`src/asf_pkg.sv`:
```
// Package of constants and carrier types for the ATA seek/features/power command decoder
package asf_pkg;
    // Register byte addresses (index times four)
    localparam logic [5:0] ADR_FEATURE = 6'h04;
    localparam logic [5:0] ADR_SECCNT = 6'h08;
    localparam logic [5:0] ADR_SECNUM = 6'h0c;
    localparam logic [5:0] ADR_CYLLO = 6'h10;
    localparam logic [5:0] ADR_CYLHI = 6'h14;
    localparam logic [5:0] ADR_DRVHD = 6'h18;
    localparam logic [5:0] ADR_CMD = 6'h1c;
    // Own registers: status, settings, seek address, error code, transfer modes
    // Six address bits, since the map runs past byte 0x1f
    localparam logic [5:0] ADR_STATUS = 6'h00;
    localparam logic [5:0] ADR_SETTINGS = 6'h20;
    localparam logic [5:0] ADR_SEEK = 6'h24;
    localparam logic [5:0] ADR_ERROR = 6'h28;
    localparam logic [5:0] ADR_XFER = 6'h2c;
    // Opcodes
    localparam logic [3:0] OP_SEEK_HI = 4'h7;
    localparam logic [7:0] OP_SETFEAT = 8'hef;
    localparam logic [7:0] OP_SETMULT = 8'hc6;
    localparam logic [7:0] OP_SLEEP_A = 8'h99;
    localparam logic [7:0] OP_SLEEP_B = 8'he6;
    localparam logic [7:0] OP_STBY_A = 8'h96;
    localparam logic [7:0] OP_STBY_B = 8'he2;
    // Feature sub-codes
    localparam logic [7:0] FT_8BIT_ON = 8'h01;
    localparam logic [7:0] FT_8BIT_OFF = 8'h81;
    localparam logic [7:0] FT_WC_ON = 8'h02;
    localparam logic [7:0] FT_WC_OFF = 8'h82;
    localparam logic [7:0] FT_XFER = 8'h03;
    localparam logic [7:0] FT_APM_ON = 8'h05;
    localparam logic [7:0] FT_APM_OFF = 8'h85;
    localparam logic [7:0] FT_XPW_ON = 8'h09;
    localparam logic [7:0] FT_XPW_OFF = 8'h89;
    localparam logic [7:0] FT_PL1_ON = 8'h0a;
    localparam logic [7:0] FT_PL1_OFF = 8'h8a;
    localparam logic [7:0] FT_ECC_VS = 8'h44;
    localparam logic [7:0] FT_RLA_OFF = 8'h55;
    localparam logic [7:0] FT_RLA_ON = 8'haa;
    localparam logic [7:0] FT_POR_OFF = 8'h66;
    localparam logic [7:0] FT_POR_ON = 8'hcc;
    localparam logic [7:0] FT_NOP_A = 8'h69;
    localparam logic [7:0] FT_NOP_B = 8'h96;
    localparam logic [7:0] FT_NOP_C = 8'h97;
    localparam logic [7:0] FT_CURSRC = 8'h9a;
    localparam logic [7:0] FT_ECC_4 = 8'hbb;
    // Transfer type field (upper five bits of sector count)
    localparam logic [4:0] XT_PIO_DEF = 5'h00;
    localparam logic [4:0] XT_PIO_FC = 5'h01;
    localparam logic [4:0] XT_MDMA = 5'h04;
    // Error codes
    localparam logic [7:0] ERR_NONE = 8'h00;
    localparam logic [7:0] ERR_INVALID = 8'h20;
    // Drive/head bit positions: two fixed-one bits, LBA, drive
    localparam int DH_ONE_HI = 7;
    localparam int DH_LBA = 6;
    localparam int DH_ONE_LO = 5;
    localparam int DH_DRV = 4;
    // Flush duration after write cache disable
    localparam int FLUSH_NS = 100;
    localparam int CLK_NS = 5;
    localparam logic [7:0] FLUSH_CYC = 8'(FLUSH_NS / CLK_NS);
    // Reset values of settings
    localparam logic [2:0] PIO_MODE_RST = 3'h0;
    localparam logic [2:0] MDMA_MODE_RST = 3'h0;
    localparam logic [7:0] MULT_RST = 8'h00;

    // Command state
    typedef enum logic [1:0] {
        ST_IDLE = 2'b00,
        ST_FLUSH = 2'b01,
        ST_DONE = 2'b10
    } asf_state_t;

    // Device settings
    typedef struct packed {
        logic eight_bit;
        logic wcache;
        logic apm;
        logic xpower;
        logic pl1;
        logic rla;
        logic por_defaults;
        logic ecc_vendor;
        logic [2:0] pio_mode;
        logic [2:0] mdma_mode;
        logic [7:0] current_cap;
        logic [7:0] mult_count;
    } asf_cfg_t;

    // Task file parameter registers
    typedef struct packed {
        logic [7:0] feature;
        logic [7:0] seccnt;
        logic [7:0] secnum;
        logic [7:0] cyllo;
        logic [7:0] cylhi;
        logic [7:0] drvhd;
    } asf_tf_t;

    // Whole module state
    typedef struct packed {
        asf_state_t st;
        asf_tf_t tf;
        asf_cfg_t cfg;
        logic [7:0] opcode;
        logic [7:0] err;
        logic [7:0] flush_cnt;
        logic busy;
        logic sleep;
        logic standby;
        logic [27:0] seek_lba;
        logic seek_lba_mode;
        logic seek_drive;
        logic [31:0] rdata;
        logic rvalid;
    } asf_state_all_t;
endpackage

```
`src/asf_cmd.sv`:
```
// Command decoder for seek, set features, set multiple, sleep and standby
// Overview of operation
// - Seek opcode 7x; cylinders carry LBA 23-8
// - Seek drive/head: bits 7,5 one; LBA, drive
// - Feature 01h selects 8-bit low-lane transfers
// - 8-bit mode keeps wide indicator off; 81h undoes
// - Features 02h/82h enable, disable write cache
// - Cache disable flushes before completion
// - Feature 03h sets mode: type, number fields
// - Exactly one PIO mode always selected
// - Exactly one multiword DMA mode selected
// - Features 05h/85h toggle advanced power management
// - Features 09h/89h toggle extended power operations
// - Features 0Ah/8Ah permit or forbid power level 1
// - Features 55h/AAh turn look-ahead off, on
// - Features 66h/CCh control soft-reset defaults
// - Features 69h, 96h, 97h accepted, no effect
// - BBh four long bytes; 44h vendor ECC bytes
// - Feature 9Ah stores host current capability
// - Opcode C6h sets block size from count
// - Opcodes 99h, E6h mean sleep
// - Opcodes 96h, E2h mean standby
// - Failure puts error code, 20h invalid
`timescale 1ns/1ps
`default_nettype none
module asf_cmd (
    input wire logic clk,
    input wire logic arst_n,
    input wire logic [5:0] avs_address,
    input wire logic avs_read,
    input wire logic avs_write,
    input wire logic [31:0] avs_writedata,
    input wire logic [3:0] avs_byteenable,
    output logic [31:0] avs_readdata,
    output logic avs_waitrequest,
    input wire logic data_reg_access,
    input wire logic soft_reset,
    output logic wide_io_indicator,
    output logic eight_bit_mode,
    output logic sleep_mode,
    output logic standby_mode,
    output logic cmd_busy
);
    // Full register state and its next value
    asf_pkg::asf_state_all_t s_q;
    asf_pkg::asf_state_all_t s_d;
    // Power-on defaults of the settings block
    asf_pkg::asf_cfg_t cfg_rst;
    // Mode field of sector count
    logic [4:0] xfer_type;
    logic [2:0] xfer_mode;

    // True when a feature code is in the supported set
    function automatic logic feat_known(input logic [7:0] f);
        unique case (f)
            asf_pkg::FT_8BIT_ON, asf_pkg::FT_8BIT_OFF, asf_pkg::FT_WC_ON,
            asf_pkg::FT_WC_OFF, asf_pkg::FT_XFER, asf_pkg::FT_APM_ON,
            asf_pkg::FT_APM_OFF, asf_pkg::FT_XPW_ON, asf_pkg::FT_XPW_OFF,
            asf_pkg::FT_PL1_ON, asf_pkg::FT_PL1_OFF, asf_pkg::FT_ECC_VS,
            asf_pkg::FT_RLA_OFF, asf_pkg::FT_RLA_ON, asf_pkg::FT_POR_OFF,
            asf_pkg::FT_POR_ON, asf_pkg::FT_NOP_A, asf_pkg::FT_NOP_B,
            asf_pkg::FT_NOP_C, asf_pkg::FT_CURSRC, asf_pkg::FT_ECC_4: feat_known = 1'b1;
            default: feat_known = 1'b0;
        endcase
    endfunction

    // Read data for one word address
    function automatic logic [31:0] rd_mux(input asf_pkg::asf_state_all_t s,
                                           input logic [5:0] a);
        unique case (a)
            asf_pkg::ADR_SECCNT: rd_mux = {24'h000000, s.tf.seccnt};
            asf_pkg::ADR_SECNUM: rd_mux = {24'h000000, s.tf.secnum};
            asf_pkg::ADR_CYLLO: rd_mux = {24'h000000, s.tf.cyllo};
            asf_pkg::ADR_CYLHI: rd_mux = {24'h000000, s.tf.cylhi};
            asf_pkg::ADR_DRVHD: rd_mux = {24'h000000, s.tf.drvhd};
            asf_pkg::ADR_STATUS: rd_mux = {28'h0000000, s.standby, s.sleep,
                                          (s.err != asf_pkg::ERR_NONE), s.busy};
            asf_pkg::ADR_SETTINGS: rd_mux = {24'h000000, s.cfg.ecc_vendor,
                s.cfg.por_defaults, s.cfg.rla, s.cfg.pl1, s.cfg.xpower,
                s.cfg.apm, s.cfg.wcache, s.cfg.eight_bit};
            asf_pkg::ADR_SEEK: rd_mux = {2'h0, s.seek_drive, s.seek_lba_mode, s.seek_lba};
            asf_pkg::ADR_ERROR: rd_mux = {24'h000000, s.err};
            asf_pkg::ADR_XFER: rd_mux = {10'h000, s.cfg.mdma_mode, s.cfg.pio_mode,
                                        s.cfg.current_cap, s.cfg.mult_count};
            default: rd_mux = 32'h00000000;
        endcase
    endfunction

    // Settings after power-on reset or a soft reset with defaults enabled
    always_comb begin
        cfg_rst = '0;
        cfg_rst.rla = 1'b1;
        cfg_rst.por_defaults = 1'b1;
        cfg_rst.pio_mode = asf_pkg::PIO_MODE_RST;
        cfg_rst.mdma_mode = asf_pkg::MDMA_MODE_RST;
        cfg_rst.mult_count = asf_pkg::MULT_RST;
    end

    assign xfer_type = s_q.tf.seccnt[7:3];
    assign xfer_mode = s_q.tf.seccnt[2:0];

    // Next-state logic: bus access, command decode, flush timing
    always_comb begin
        s_d = s_q;
        s_d.rvalid = 1'b0;
        // Bus read: one wait cycle, then data from the registered copy
        if (avs_read && !s_q.rvalid) begin
            s_d.rdata = rd_mux(s_q, avs_address);
            s_d.rvalid = 1'b1;
        end
        // Soft reset restores defaults only when enabled
        if (soft_reset && s_q.cfg.por_defaults) begin
            s_d.cfg = cfg_rst;
        end
        // Parameter writes, ignored while a command runs
        if (avs_write && avs_byteenable[0] && !s_q.busy) begin
            unique case (avs_address)
                asf_pkg::ADR_FEATURE: s_d.tf.feature = avs_writedata[7:0];
                asf_pkg::ADR_SECCNT: s_d.tf.seccnt = avs_writedata[7:0];
                asf_pkg::ADR_SECNUM: s_d.tf.secnum = avs_writedata[7:0];
                asf_pkg::ADR_CYLLO: s_d.tf.cyllo = avs_writedata[7:0];
                asf_pkg::ADR_CYLHI: s_d.tf.cylhi = avs_writedata[7:0];
                asf_pkg::ADR_DRVHD: s_d.tf.drvhd = avs_writedata[7:0];
                asf_pkg::ADR_CMD: begin
                    s_d.opcode = avs_writedata[7:0];
                    s_d.busy = 1'b1;
                    s_d.st = asf_pkg::ST_DONE;
                end
                default: begin
                end
            endcase
        end
        // Command execution
        unique case (s_q.st)
            asf_pkg::ST_IDLE: begin
            end
            asf_pkg::ST_DONE: begin
                s_d.err = asf_pkg::ERR_NONE;
                s_d.busy = 1'b0;
                s_d.st = asf_pkg::ST_IDLE;
                if (s_q.opcode[7:4] == asf_pkg::OP_SEEK_HI) begin
                    // Bits 7 and 5 must be one
                    if (s_q.tf.drvhd[asf_pkg::DH_ONE_HI] && s_q.tf.drvhd[asf_pkg::DH_ONE_LO]) begin
                        s_d.seek_lba = {s_q.tf.drvhd[3:0], s_q.tf.cylhi,
                                        s_q.tf.cyllo, s_q.tf.secnum};
                        s_d.seek_lba_mode = s_q.tf.drvhd[asf_pkg::DH_LBA];
                        s_d.seek_drive = s_q.tf.drvhd[asf_pkg::DH_DRV];
                        s_d.sleep = 1'b0;
                        s_d.standby = 1'b0;
                    end else begin
                        s_d.err = asf_pkg::ERR_INVALID;
                    end
                end else if (s_q.opcode == asf_pkg::OP_SETMULT) begin
                    s_d.cfg.mult_count = s_q.tf.seccnt;
                end else if (s_q.opcode == asf_pkg::OP_SLEEP_A ||
                             s_q.opcode == asf_pkg::OP_SLEEP_B) begin
                    s_d.sleep = 1'b1;
                    s_d.standby = 1'b0;
                end else if (s_q.opcode == asf_pkg::OP_STBY_A ||
                             s_q.opcode == asf_pkg::OP_STBY_B) begin
                    s_d.standby = 1'b1;
                    s_d.sleep = 1'b0;
                end else if (s_q.opcode == asf_pkg::OP_SETFEAT) begin
                    if (!feat_known(s_q.tf.feature)) begin
                        s_d.err = asf_pkg::ERR_INVALID;
                    end else begin
                        unique case (s_q.tf.feature)
                            asf_pkg::FT_8BIT_ON: s_d.cfg.eight_bit = 1'b1;
                            asf_pkg::FT_8BIT_OFF: s_d.cfg.eight_bit = 1'b0;
                            asf_pkg::FT_WC_ON: s_d.cfg.wcache = 1'b1;
                            asf_pkg::FT_WC_OFF: begin
                                // Stay busy until the cache flush ends
                                s_d.cfg.wcache = 1'b0;
                                s_d.busy = 1'b1;
                                s_d.flush_cnt = asf_pkg::FLUSH_CYC;
                                s_d.st = asf_pkg::ST_FLUSH;
                            end
                            asf_pkg::FT_XFER: begin
                                // One field always holds exactly one mode number
                                if (xfer_type == asf_pkg::XT_PIO_DEF ||
                                    xfer_type == asf_pkg::XT_PIO_FC) begin
                                    s_d.cfg.pio_mode = xfer_mode;
                                end else if (xfer_type == asf_pkg::XT_MDMA) begin
                                    s_d.cfg.mdma_mode = xfer_mode;
                                end else begin
                                    s_d.err = asf_pkg::ERR_INVALID;
                                end
                            end
                            asf_pkg::FT_APM_ON: s_d.cfg.apm = 1'b1;
                            asf_pkg::FT_APM_OFF: s_d.cfg.apm = 1'b0;
                            asf_pkg::FT_XPW_ON: s_d.cfg.xpower = 1'b1;
                            asf_pkg::FT_XPW_OFF: s_d.cfg.xpower = 1'b0;
                            asf_pkg::FT_PL1_ON: s_d.cfg.pl1 = 1'b1;
                            asf_pkg::FT_PL1_OFF: s_d.cfg.pl1 = 1'b0;
                            asf_pkg::FT_RLA_OFF: s_d.cfg.rla = 1'b0;
                            asf_pkg::FT_RLA_ON: s_d.cfg.rla = 1'b1;
                            asf_pkg::FT_POR_OFF: s_d.cfg.por_defaults = 1'b0;
                            asf_pkg::FT_POR_ON: s_d.cfg.por_defaults = 1'b1;
                            asf_pkg::FT_ECC_4: s_d.cfg.ecc_vendor = 1'b0;
                            asf_pkg::FT_ECC_VS: s_d.cfg.ecc_vendor = 1'b1;
                            asf_pkg::FT_CURSRC: s_d.cfg.current_cap = s_q.tf.seccnt;
                            default: begin
                                // No-op codes are accepted silently
                            end
                        endcase
                    end
                end else begin
                    s_d.err = asf_pkg::ERR_INVALID;
                end
            end
            asf_pkg::ST_FLUSH: begin
                // Completion only after the flush time has passed
                if (s_q.flush_cnt <= 8'h01) begin
                    s_d.busy = 1'b0;
                    s_d.st = asf_pkg::ST_IDLE;
                end else begin
                    s_d.flush_cnt = s_q.flush_cnt - 8'h01;
                end
            end
            default: s_d.st = asf_pkg::ST_IDLE;
        endcase
    end

    // State register
    always_ff @(posedge clk or negedge arst_n) begin
        if (!arst_n) begin
            s_q <= '0;
            s_q.cfg.rla <= 1'b1;
            s_q.cfg.por_defaults <= 1'b1;
        end else begin
            s_q <= s_d;
        end
    end

    // Writes complete at once; reads wait one cycle for registered data
    assign avs_waitrequest = avs_read && !s_q.rvalid;
    assign avs_readdata = s_q.rdata;
    // Wide indicator never asserts in 8-bit mode
    assign wide_io_indicator = data_reg_access && !s_q.cfg.eight_bit;
    assign eight_bit_mode = s_q.cfg.eight_bit;
    assign sleep_mode = s_q.sleep;
    assign standby_mode = s_q.standby;
    assign cmd_busy = s_q.busy;
endmodule
`default_nettype wire

```
`config.mk`:
```
export PLATFORM = sky130hd
export DESIGN_NAME = asf_cmd
export DESIGN_NICKNAME = d
export VERILOG_FILES = /design/src/asf_pkg.sv /design/src/asf_cmd.sv
export SDC_FILE = /design/constraint.sdc
export NUM_CORES = 1
export LEC_CHECK = 0
export ABC_AREA = 1
export BUFFER_PORTS_ARGS = -buffer_cell sky130_fd_sc_hd__buf_2
export CORE_MARGIN = 1
export CORE_UTILIZATION = 50
export DETAILED_ROUTE_END_ITERATION = 8
export PLACE_DENSITY = 0.69
export SETUP_SLACK_MARGIN = 0.02
export SYNTH_ARGS = -nofsm -noshare
export SYNTH_HDL_FRONTEND = slang
export SYNTH_SLANG_ARGS = --single-unit
```
`constraint.sdc`:
```
create_clock -name clk -period 5.2 [get_ports clk]
set_input_delay 0.26 -clock clk [delete_from_list [all_inputs] [get_ports clk]]
set_output_delay 0.26 -clock clk [all_outputs]
set_load 0.02 [all_outputs]
```
# Word level (Yosys, flattened, before mapping)
# Index checks and enable logic that the tools add are counted.
[op_classes]
addsub = 1
multipliers = 0
div_mod_pow = 0
magnitude_cmp = 1
n_eq_ne = 53
shift = 0
n_mux = 71
bitwise = 0
reduce_logical = 29
[op_table]
columns = ["op", "n"]
rows = [
  ["30-bit one-hot mux with 10 select lines", 1],
  ["8-bit == test (second input constant)", 17],
  ["22-bit two-way mux", 5],
  ["30-bit two-way mux", 3],
  ["8-bit two-way mux", 10],
  ["50-bit two-way mux", 1],
  ["6-bit two-way mux", 7],
  ["9-bit two-way mux", 4],
  ["17-bit two-way mux", 2],
  ["8-bit by 7-bit == test with 1-bit output (second input constant)", 4],
  ["32-bit two-way mux", 1],
  ["6-bit by 5-bit == test with 1-bit output (second input constant)", 4],
  ["6-bit == test (second input constant)", 4],
  ["21-bit OR reduction", 1],
  ["19-bit two-way mux", 1],
  ["1-bit two-way mux", 18],
  ["9-bit one-hot mux with 2 select lines", 1],
  ["8-bit by 2-bit == test with 1-bit output (second input constant)", 2],
  ["8-bit by 4-bit == test with 1-bit output (second input constant)", 2],
  ["2-bit != test (second input constant)", 8],
  ["1-bit one-hot mux with 2 select lines", 8],
  ["2-bit AND reduction", 7],
  ["6-bit by 4-bit == test with 1-bit output (second input constant)", 2],
  ["2-bit two-way mux", 5],
  ["other kinds (25)", 37],
]
[totals]
ff_bits = 168
latch_bits = 0
mem_bits_rw = 0
mem_bits_ro = 0
inputBits = 48
output_inout_bits = 38
wordCells = 185
mem_count = 0

# Logic depth before layout (Yosys ltp)
# Gate-level depths: netlist (run 1).
[depth]
depth_word = 16
mapped_depth = 14
mapped_depth_nobuf = 14

# Least setup slack after synthesis (run 1)
# Ideal clock, no wire load.
[synth_timing]
kind = "flip-flop to flip-flop"
from = "register s_q[168] (netlist name)"
to = "register s_q[54] (netlist name)"
setup_time_ps = 128
t_arrival_ps = 1743
required_time_ps = 5072
path_slack_ps = 3329
path_stages_with_launch = 9
path_buffers = 2
synth_period_minus_slack_ps = 1871
cell_sequence = "dfrtp_1 inv_1 ha_1 buf_4 inv_2 nor3_4 nand2_4 buf_2 mux2_1"
[synth_between]
elab_chain_cells = 2
[synth_lines]
columns = ["item", "line", "source"]
rows = [
  ["start: declaration", "asf_cmd.sv:45", "asf_pkg::asf_state_all_t s_q;"],
  ["2-bit == test", "asf_cmd.sv:134", "unique case (s_q.st)"],
  ["3-bit AND reduction (no source line)", "n/a", ""],
]
# Every way passes these cells.
# A chain may end at the register's enable or synchronous reset.

# Final worst setup path (run 1)
[layout_timing]
from = "register s_q[168] (netlist name)"
to = "register s_q[60] (netlist name)"
# The elaborated chain is that of the path after synthesis.

==> impl_results.md, run 1 <==
- Max Cap Viol: 0
- Post-synthesis cell type count: 47
- Max frequency: 0.360 GHz
- NumNets Final: 1,127
- Worst EP required: 5.52 ns
- Vias in the first global route: 6,541
- CTS resizes: 0
- Placed insts: 1,270
- Detailed-route wire length: 21.5 mm
- Routed length per instance: 16.5 µm
- GR Util All Layers: 27.2%
- First-pass GRT wire length: 34.5 mm
- Endpoints failing hold: 30
- Tcrit/Tclk final: 53.4%
- Number of core rows: 46
- Ys flop type: dfrtp_1
- Ys async rst share: 100%
- Antenna Cells: 0
- Area of the multi-input gates: 3490 µm²
- Crit end category: flop
- Sum of negative setup slack: 0 ns
- Largest net degree at the start of global routing: 117
- Hold_ws: -0.0413 ns
- Die area: 17,200 µm²
- Outcome: finished, violations left
- DRT iter0 DRCs: 662
- H-tree depth: 4
- Share of post-route cells with drive strength above 1: 14.9%
- Worst VDD drop: 0.231 mV
- Remaining global-route overflow: 0
- Final std cells w/o fill: 1,302
- Seq cells post-synth: 161
- Crit-path cells: inv_1, ha_1, inv_2, nor3_4, nand2_4, mux2_1
- Post-synth EDFFs: 0
- Buffers on Ports: 56
- Worst-path cell with the longest stage delay: ha_1
- Sequential area share after synthesis: 48.5%
- Longest Clk Path Bufs: 2
- Postcts setup bufs: 0
- Inserted Clock Buffers: 17
- Hold-fix buffers at CTS: 0
- Worst path max stage delay: 0.63 ns
- Mapped Cells: 1,053
- RePlAce Congestion: 0.900
- Sink Count: 161
- Final ANT Viol Nets: 0
- Initial core utilization: 51.8%
- RSZ-0062 raised after global routing: false
- Core Box Area: 16,100 µm²
- Critical path data arrival time: 3.09 ns
- Startpoint types: flop
- Mapped Avg Cell Area: 7.90 µm²
- Synth Warn #: 0
- PD cells: 308 nW/µm²
- Residual DRC: 0
- Setup CP Type: flop to flop
- Die Ht: 131 µm
- Slew Limit Headroom: 30.6%
- Failing checks: hold timing
- PnR Total Power: 2.82 mW
- Design Area, Final: 9140 µm²
- Via count: 7,017
- Commonest non-fill, non-tap cell in the layout: nand2_1
- Mapped Area: 8320 µm²
- Setup violators final: 0
- TritonRoute pass-1 iters: 6
- Pleak: 4.66 nW
- Crit-path max FO: 46
- Register area: 4030 µm²
- Slew at the pin with the worst max-slew slack: 1.04 ns
- Fillers: 1,503
- Chip width: 131 µm
- Clk slew on worst S/H paths: 0.07 ns
- Area Overhead vs Synth: 9.92%
- Commonest non-fill, non-tap cells in the layout: 290 x nand2_1, 159 x dfrtp_1, 118 x o21ai_0, 102 x inv_1, 84 x nand3_1
- Worst Skew: 0.00929 ns
- Via-per-instance ratio: 5.39
- HPWL Detailed: 15.4 mm
- # IOs: 86
- HP Class: primary input to asynchronous set/reset pin
- Root Driver: clkbuf_16
- Initial antenna violation count: 0
- Clk_lat worst skew: 0.43 ns
- CTS tree: built
- Max-slew violation count: 0
- Post-layout min period: 2.78 ns
- Post-DP Area: 8550 µm²
-- critical path, delay by kind of cell (launching register included) --
family / cells / cell delay, ns
and+or+nand+nor: 2 / 0.86
DFF: 1 / 0.41
adders and majority gates: 1 / 0.63
buffers and inverters: 2 / 0.32
muxes: 1 / 0.42
-- routing by layer --
| layer | routed length, µm | GRT usage [%] | up-vias |
|---|---|---|---|
| li1 | - | - | 3427 |
| met1 | 9820 | 37.4 | 3317 |
| met2 | 9780 | 42.5 | 241 |
| met3 | 1430 | 5.78 | 32 |
| met4 | 477 | 9.74 | 0 |
| met5 | 0 | 0 | - |
-- synth_stat cells (all sizes together) (8+ instances only) --
cell	number	area share [%]
inv	116	5.2
nor2	95	5.3
buf	41	3.5
mux2	8	1.1
a21oi	24	1.4
nor3	11	0.92
nand2	308	15
dfrtp	159	48
o22ai	10	0.75
clkbuf	19	0.86
nand4	8	0.60
o21ai	122	7.3
nand3	86	5.4
-- sequential cells by signal, indices dropped and copies added (netlist names) --
register and count:
avs_readdata 30, cmd_busy 1, standby_mode 1, s_q 127
sleep_mode 1, eight_bit_mode 1
-- final cells by class --
type | count | share of cell area, %
inverters | 117 | 4.80
well taps | 216 | 2.96
clock buffers | 17 | 4.65
flip-flops and latches | 161 | 44.1
repair buffers | 60 | 3.46
multi-input cells | 716 | 38.2
clock inverters | 15 | 1.83
-- power breakdown --
part / switching [mW] / internal [mW] / leakage [nW]
Clock: 0.568 / 0.683 / 0.283
Combinational: 0.168 / 0.0587 / 2.29
Sequential: 0.0461 / 1.29 / 2.09
-- path summary, 6_finish.rpt --
path,start,end,slack [ns],depth (start not counted)
max,s_q[168]$_DFF_PN0_,s_q[60]$_DFFE_PN0P_,2.42,6
max in group asynchronous,arst_n,s_q[100]$_DFF_PN0_,4.07,2
min in group clk,avs_read,s_q[0]$_DFF_PN0_,0.25,4
min reg2reg,avs_readdata[18]$_DFFE_PN0P_,avs_readdata[18]$_DFFE_PN0P_,0.47,1
max reg2reg,s_q[168]$_DFF_PN0_,s_q[60]$_DFFE_PN0P_,2.42,6
min,arst_n,s_q[124]$_DFFE_PN0P_,-0.04,1
-- logic make-up after synthesis --
family,Yosys count,synth area share (%)
AOI/OAI and AO/OA,183,12.0
xor gates and xnor gates,1,0.105
adders and majority gates,6,0.903
buffers and inverters,177,9.60
DFF,161,48.5
muxes,8,1.08
other,1,0.0451
and+or+nand+nor,516,27.8
-- stage by stage --
step,worst slack (ns),util (%)
after CTS,2.44,56.9
after floorplan,3.33,-
final,2.42,56.9
after global placement,2.49,53.2
after detailed placement,2.46,53.2
after global routing,2.25,56.9
Power figures use the tool's default switching activity.
==> run 2: changes to the inputs <==
Clock period 5.2 ns to 2.8 ns, I/O delays scaled along.
==> impl_results.md, run 2 (synthesis results as in run 1) <==
- PnR Total Power: 5.30 mW
- Initial core utilization: 51.8%
- Hold path startpoint: avs_read
- Largest net degree at the start of global routing: 71
- Sum of negative setup slack: 0 ns
- Worst Skew: 0.0104 ns
- Remaining global-route overflow: 0
- Worst r2r path cells: 6
- Reg2Reg Setup Slack: 0.64 ns
- NumNets Final: 1,136
- Crit end category: flop
- Longest Clk Path Bufs: 2
- # IOs: 86
- RR Endpoint: s_q[54]$_DFFE_PN0P_
- RSZ-0062 raised after global routing: false
- Detailed-route wire length: 21.2 mm
- HP Class: primary input to flop
- Die Ht: 131 µm
- Sink Count: 161
- Crit-path cells: inv_1, ha_1, inv_2, nor3_4, nand2_4, mux2_1
- Critical path data arrival time: 2.47 ns
- Residual DRC: 0
- Via count: 7,014
- Core Box Area: 16,100 µm²
- Hold_ws: 0.126 ns
- Clk slew on worst S/H paths: 0.07 ns
- Crit-path max FO: 46
- CTS tree: built
- Reg2reg start: s_q[168]$_DFF_PN0_
- Tcrit/Tclk final: 77.0%
- Share of post-route cells with drive strength above 1: 15.5%
- Vias in the first global route: 6,372
- PD cells: 574 nW/µm²
- Final ANT Viol Nets: 0
- Setup CP Type: flop to flop
- Worst path max stage delay: 0.45 ns
- Pleak: 4.73 nW
- Number of core rows: 46
- RePlAce Congestion: 0.903
- Max Cap Viol: 0
- Util after Layout: 57.5%
- Die area: 17,200 µm²
- Worst VDD drop: 0.448 mV
- Placed insts: 1,278
- Root Driver: clkbuf_16
- Commonest non-fill, non-tap cells in the layout: 290 x nand2_1, 159 x dfrtp_1, 118 x o21ai_0, 102 x inv_1, 84 x nand3_1
- Met3 WL post-DR: 1.69 mm
- Via-per-instance ratio: 5.35
- Endpoints failing hold: 0
- Buffers on Ports: 56
- Chip width: 131 µm
- Hold Path Depth: 4
- GR Util All Layers: 26.8%
- Hold path endpoint: s_q[0]$_DFF_PN0_
- Max-slew violation count: 0
- Slew Limit Headroom: 56.2%
- Worst-path cell with the longest stage delay: nor3_4
- Routed length per instance: 16.2 µm
- Final std cells w/o fill: 1,311
- Fillers: 1,448
- Largest register FFs: 127
- HPWL Detailed: 15.4 mm
- Worst EP required: 3.12 ns
- Met2 wire length: 9.56 mm
- Commonest non-fill, non-tap cell in the layout: nand2_1
- Largest reg by FF count: s_q
- H-tree depth: 4
- TritonRoute pass-1 iters: 5
- Startpoint types: flop
- Clk_lat worst skew: 0.43 ns
- Antenna Cells: 0
- Top Layer Used: met4
- Outcome: completed
- Slew at the pin with the worst max-slew slack: 0.657 ns
- DRT iter0 DRCs: 710
- Initial antenna violation count: 0
- CTS resizes: 0
- First-pass GRT wire length: 33.9 mm
- Area Overhead vs Synth: 11.1%
- Inserted Clock Buffers: 17
- DRT met1 WL: 9.50 mm
- Max frequency: 0.464 GHz
- Setup violators final: 0
- Post-layout min period: 2.16 ns
## run 2: cell type report
type / count / area [µm²] / area share (%)
flip-flops and latches: 161 / 4030 / 43.7
clock buffers: 18 / 439 / 4.76
multi-input cells: 716 / 3490 / 37.8
well taps: 216 / 270 / 2.93
inverters: 117 / 439 / 4.76
clock inverters: 14 / 166 / 1.80
repair buffers: 69 / 399 / 4.32
## run 2: how the worst max path moves through the flow
stage | endpoint | cells after the start | slack (ns) | start
finish | s_q[54]$_DFFE_PN0P_ | 6 | 0.64 | s_q[168]$_DFF_PN0_
global route | s_q[54]$_DFFE_PN0P_ | 6 | 0.49 | s_q[168]$_DFF_PN0_
CTS | s_q[54]$_DFFE_PN0P_ | 6 | 0.66 | s_q[168]$_DFF_PN0_
detailed placement | s_q[60]$_DFFE_PN0P_ | 6 | 0.68 | s_q[168]$_DFF_PN0_
global placement | s_q[54]$_DFFE_PN0P_ | 6 | 0.71 | s_q[168]$_DFF_PN0_
floorplan | s_q[54]$_DFFE_PN0P_ | 8 | 0.93 | s_q[168]$_DFF_PN0_
## run 2: routing by layer
layer,vias up,track usage [%]
met4,0,10.1
met5,-,0
met3,40,5.66
li1,3443,-
met1,3255,37.3
met2,276,41.2
## run 2: report_power, final
part / total, mW / switching [mW] / internal, mW
sequential: 2.48 / 0.0839 / 2.40
clock: 2.38 / 1.02 / 1.37
combinational: 0.434 / 0.316 / 0.118
## run 2: timing repair
item / CTS / global route
hold buffers: 1 / 0
endpoints found under the setup margin: 0 / 0
endpoints found under the hold margin: 65 / 0
buffers inserted: 0 / 0
## run 2: worst max-delay path, delay by kind of cell (launching register included)
| kind | cells | cell delay (ns) |
|---|---|---|
| adders and majority gates | 1 | 0.18 |
| buffers and inverters | 2 | 0.19 |
| DFF | 1 | 0.41 |
| muxes | 1 | 0.41 |
| and+or+nand+nor | 2 | 0.82 |
## run 2: per-stage QoR
| step | setup slack [ns] | area [µm²] |
|---|---|---|
| CTS | 0.661 | 9240 |
| global placement | 0.706 | 8620 |
| detailed placement | 0.680 | 8620 |
| floorplan | 0.929 | 8320 |
| finish | 0.644 | 9240 |
| global route | 0.488 | 9240 |
==> run 3: changes to the inputs <==
Clock period 2.8 ns to 2.2 ns, I/O delays scaled along.
==> impl_results.md, run 3 (synthesis results as in run 1) <==
- Slew Limit Headroom: 57.8%
- RePlAce Congestion: 0.889
- Critical path data arrival time: 2.25 ns
- Util after Layout: 58.1%
- Setup violators final: 0
- Core Box Area: 16,100 µm²
- Worst EP required: 2.52 ns
- Area of the multi-input gates: 3490 µm²
- Final std cells w/o fill: 1,320
- PnR Total Power: 6.92 mW
- Via-per-instance ratio: 5.39
- Slew at the pin with the worst max-slew slack: 0.634 ns
- Detailed-route wire length: 21.9 mm
- PD cells: 741 nW/µm²
- Via count: 7,116
- Die area: 17,200 µm²
- Fillers: 1,461
- Inserted Clock Buffers: 17
- Worst Skew: 0.0117 ns
- Vias in the first global route: 6,528
- TritonRoute pass-1 iters: 6
- Worst Setup Slack, final: 0.263 ns
- Area Overhead vs Synth: 12.2%
- Crit-path max FO: 8
- Clk slew on worst S/H paths: 0.07 ns
- Residual DRC: 0
- HPWL Detailed: 15.9 mm
- HP Class: primary input to flop
- Reg2reg start: s_q[161]$_DFFE_PN0P_
- Routed length per instance: 16.6 µm
- Sum of negative setup slack: 0 ns
- Longest Clk Path Bufs: 2
- Clk_lat worst skew: 0.43 ns
- Share of post-route cells with drive strength above 1: 16.2%
- Sink Count: 161
- Commonest non-fill, non-tap cell in the layout: nand2_1
- Register area: 4030 µm²
- Postcts setup bufs: 0
- Tcrit/Tclk final: 88.0%
- DRT iter0 DRCs: 665
- Worst r2r path cells: 9
- Post-DP Area: 8690 µm²
- Hold_ws: 0.0923 ns
- Design Area, Final: 9330 µm²
- Endpoints failing hold: 0
- Post-layout min period: 1.94 ns
- RR Endpoint: s_q[66]$_DFFE_PN0P_
- Max-slew violation count: 0
- Largest register FFs: 127
- Hold path endpoint: s_q[157]$_DFFE_PN0P_
- Setup CP Type: flop to flop
- Max Cap Viol: 0
- First-pass GRT wire length: 35.3 mm
- Pre-CTS WS: 0.286 ns
- Antenna Cells: 0
- Remaining global-route overflow: 0
- CTS tree: built
- Crit end category: flop
- Die Ht: 131 µm
- Final ANT Viol Nets: 0
- GR Util All Layers: 27.8%
- CTS resizes: 0
- NumNets Final: 1,145
- Commonest non-fill, non-tap cells in the layout: 290 x nand2_1, 159 x dfrtp_1, 118 x o21ai_0, 102 x inv_1, 84 x nand3_1
- Hold path startpoint: avs_writedata[5]
- Pleak: 4.79 nW
- Worst VDD drop: 0.639 mV
- Chip width: 131 µm
- Root Driver: clkbuf_16
- Max frequency: 0.516 GHz
- Largest reg by FF count: s_q
- # IOs: 86
- Placed insts: 1,287
- Largest net degree at the start of global routing: 66
- Startpoint types: flop
- Outcome: completed
- Number of core rows: 46
- Initial antenna violation count: 0
- H-tree depth: 4
- Reg2Reg Setup Slack: 0.26 ns
- RSZ-0062 raised after global routing: false
- Hold Path Depth: 3
- Buffers on Ports: 56
- Initial core utilization: 51.8%
run 3: worst max path at each step:
| stage | slack (ns) | cells past startpoint | startpoint | end |
|---|---|---|---|---|
| detailed placement | 0.29 | 12 | s_q[162]$_DFFE_PN0P_ | s_q[66]$_DFFE_PN0P_ |
| global placement | 0.29 | 12 | s_q[165]$_DFFE_PN0P_ | s_q[69]$_DFFE_PN0P_ |
| floorplan | 0.33 | 8 | s_q[168]$_DFF_PN0_ | s_q[54]$_DFFE_PN0P_ |
| CTS | 0.27 | 12 | s_q[162]$_DFFE_PN0P_ | s_q[66]$_DFFE_PN0P_ |
| global route | 0.07 | 12 | s_q[164]$_DFFE_PN0P_ | s_q[67]$_DFFE_PN0P_ |
| finish | 0.26 | 9 | s_q[161]$_DFFE_PN0P_ | s_q[66]$_DFFE_PN0P_ |
run 3: per-layer routing:
layer | vias to the layer above | track usage (%) | wire, µm
met5 | - | 0 | 0
met4 | 0 | 7.51 | 367
met3 | 27 | 7.08 | 1790
met2 | 266 | 42.7 | 9780
met1 | 3362 | 39.1 | 9920
li1 | 3461 | - | -
run 3: final cells by class:
class	instances	area share [%]
flip-flops and latches	161	43.2
inverters	117	4.71
multi-input cells	716	37.4
repair buffers	78	5.00
clock inverters	13	1.97
well taps	216	2.90
clock buffers	19	4.85
run 3: report_power, final:
part	internal, mW	leakage [nW]	total [mW]	switching, mW
combinational	0.158	2.38	0.565	0.408
clock	1.89	0.317	3.19	1.29
sequential	3.06	2.09	3.16	0.109
total	5.11	4.79	6.92	1.81
run 3: worst max-delay path, cell delays in order, from the launching register on:
cell and delay (ns):
dfrtp_1 0.48, inv_2 0.09, nor2_2 0.14, nand2_2 0.09, nor3_2 0.24, nor2_2 0.10
nand3_1 0.13, nand4_1 0.32, nand2_1 0.16, nand2_1 0.06
run 3: repair_timing:
| action | CTS | global route |
|---|---|---|
| endpoints found under the hold margin | 57 | 0 |
| endpoints found under the setup margin | 0 | 0 |
| hold buffers | 1 | 0 |
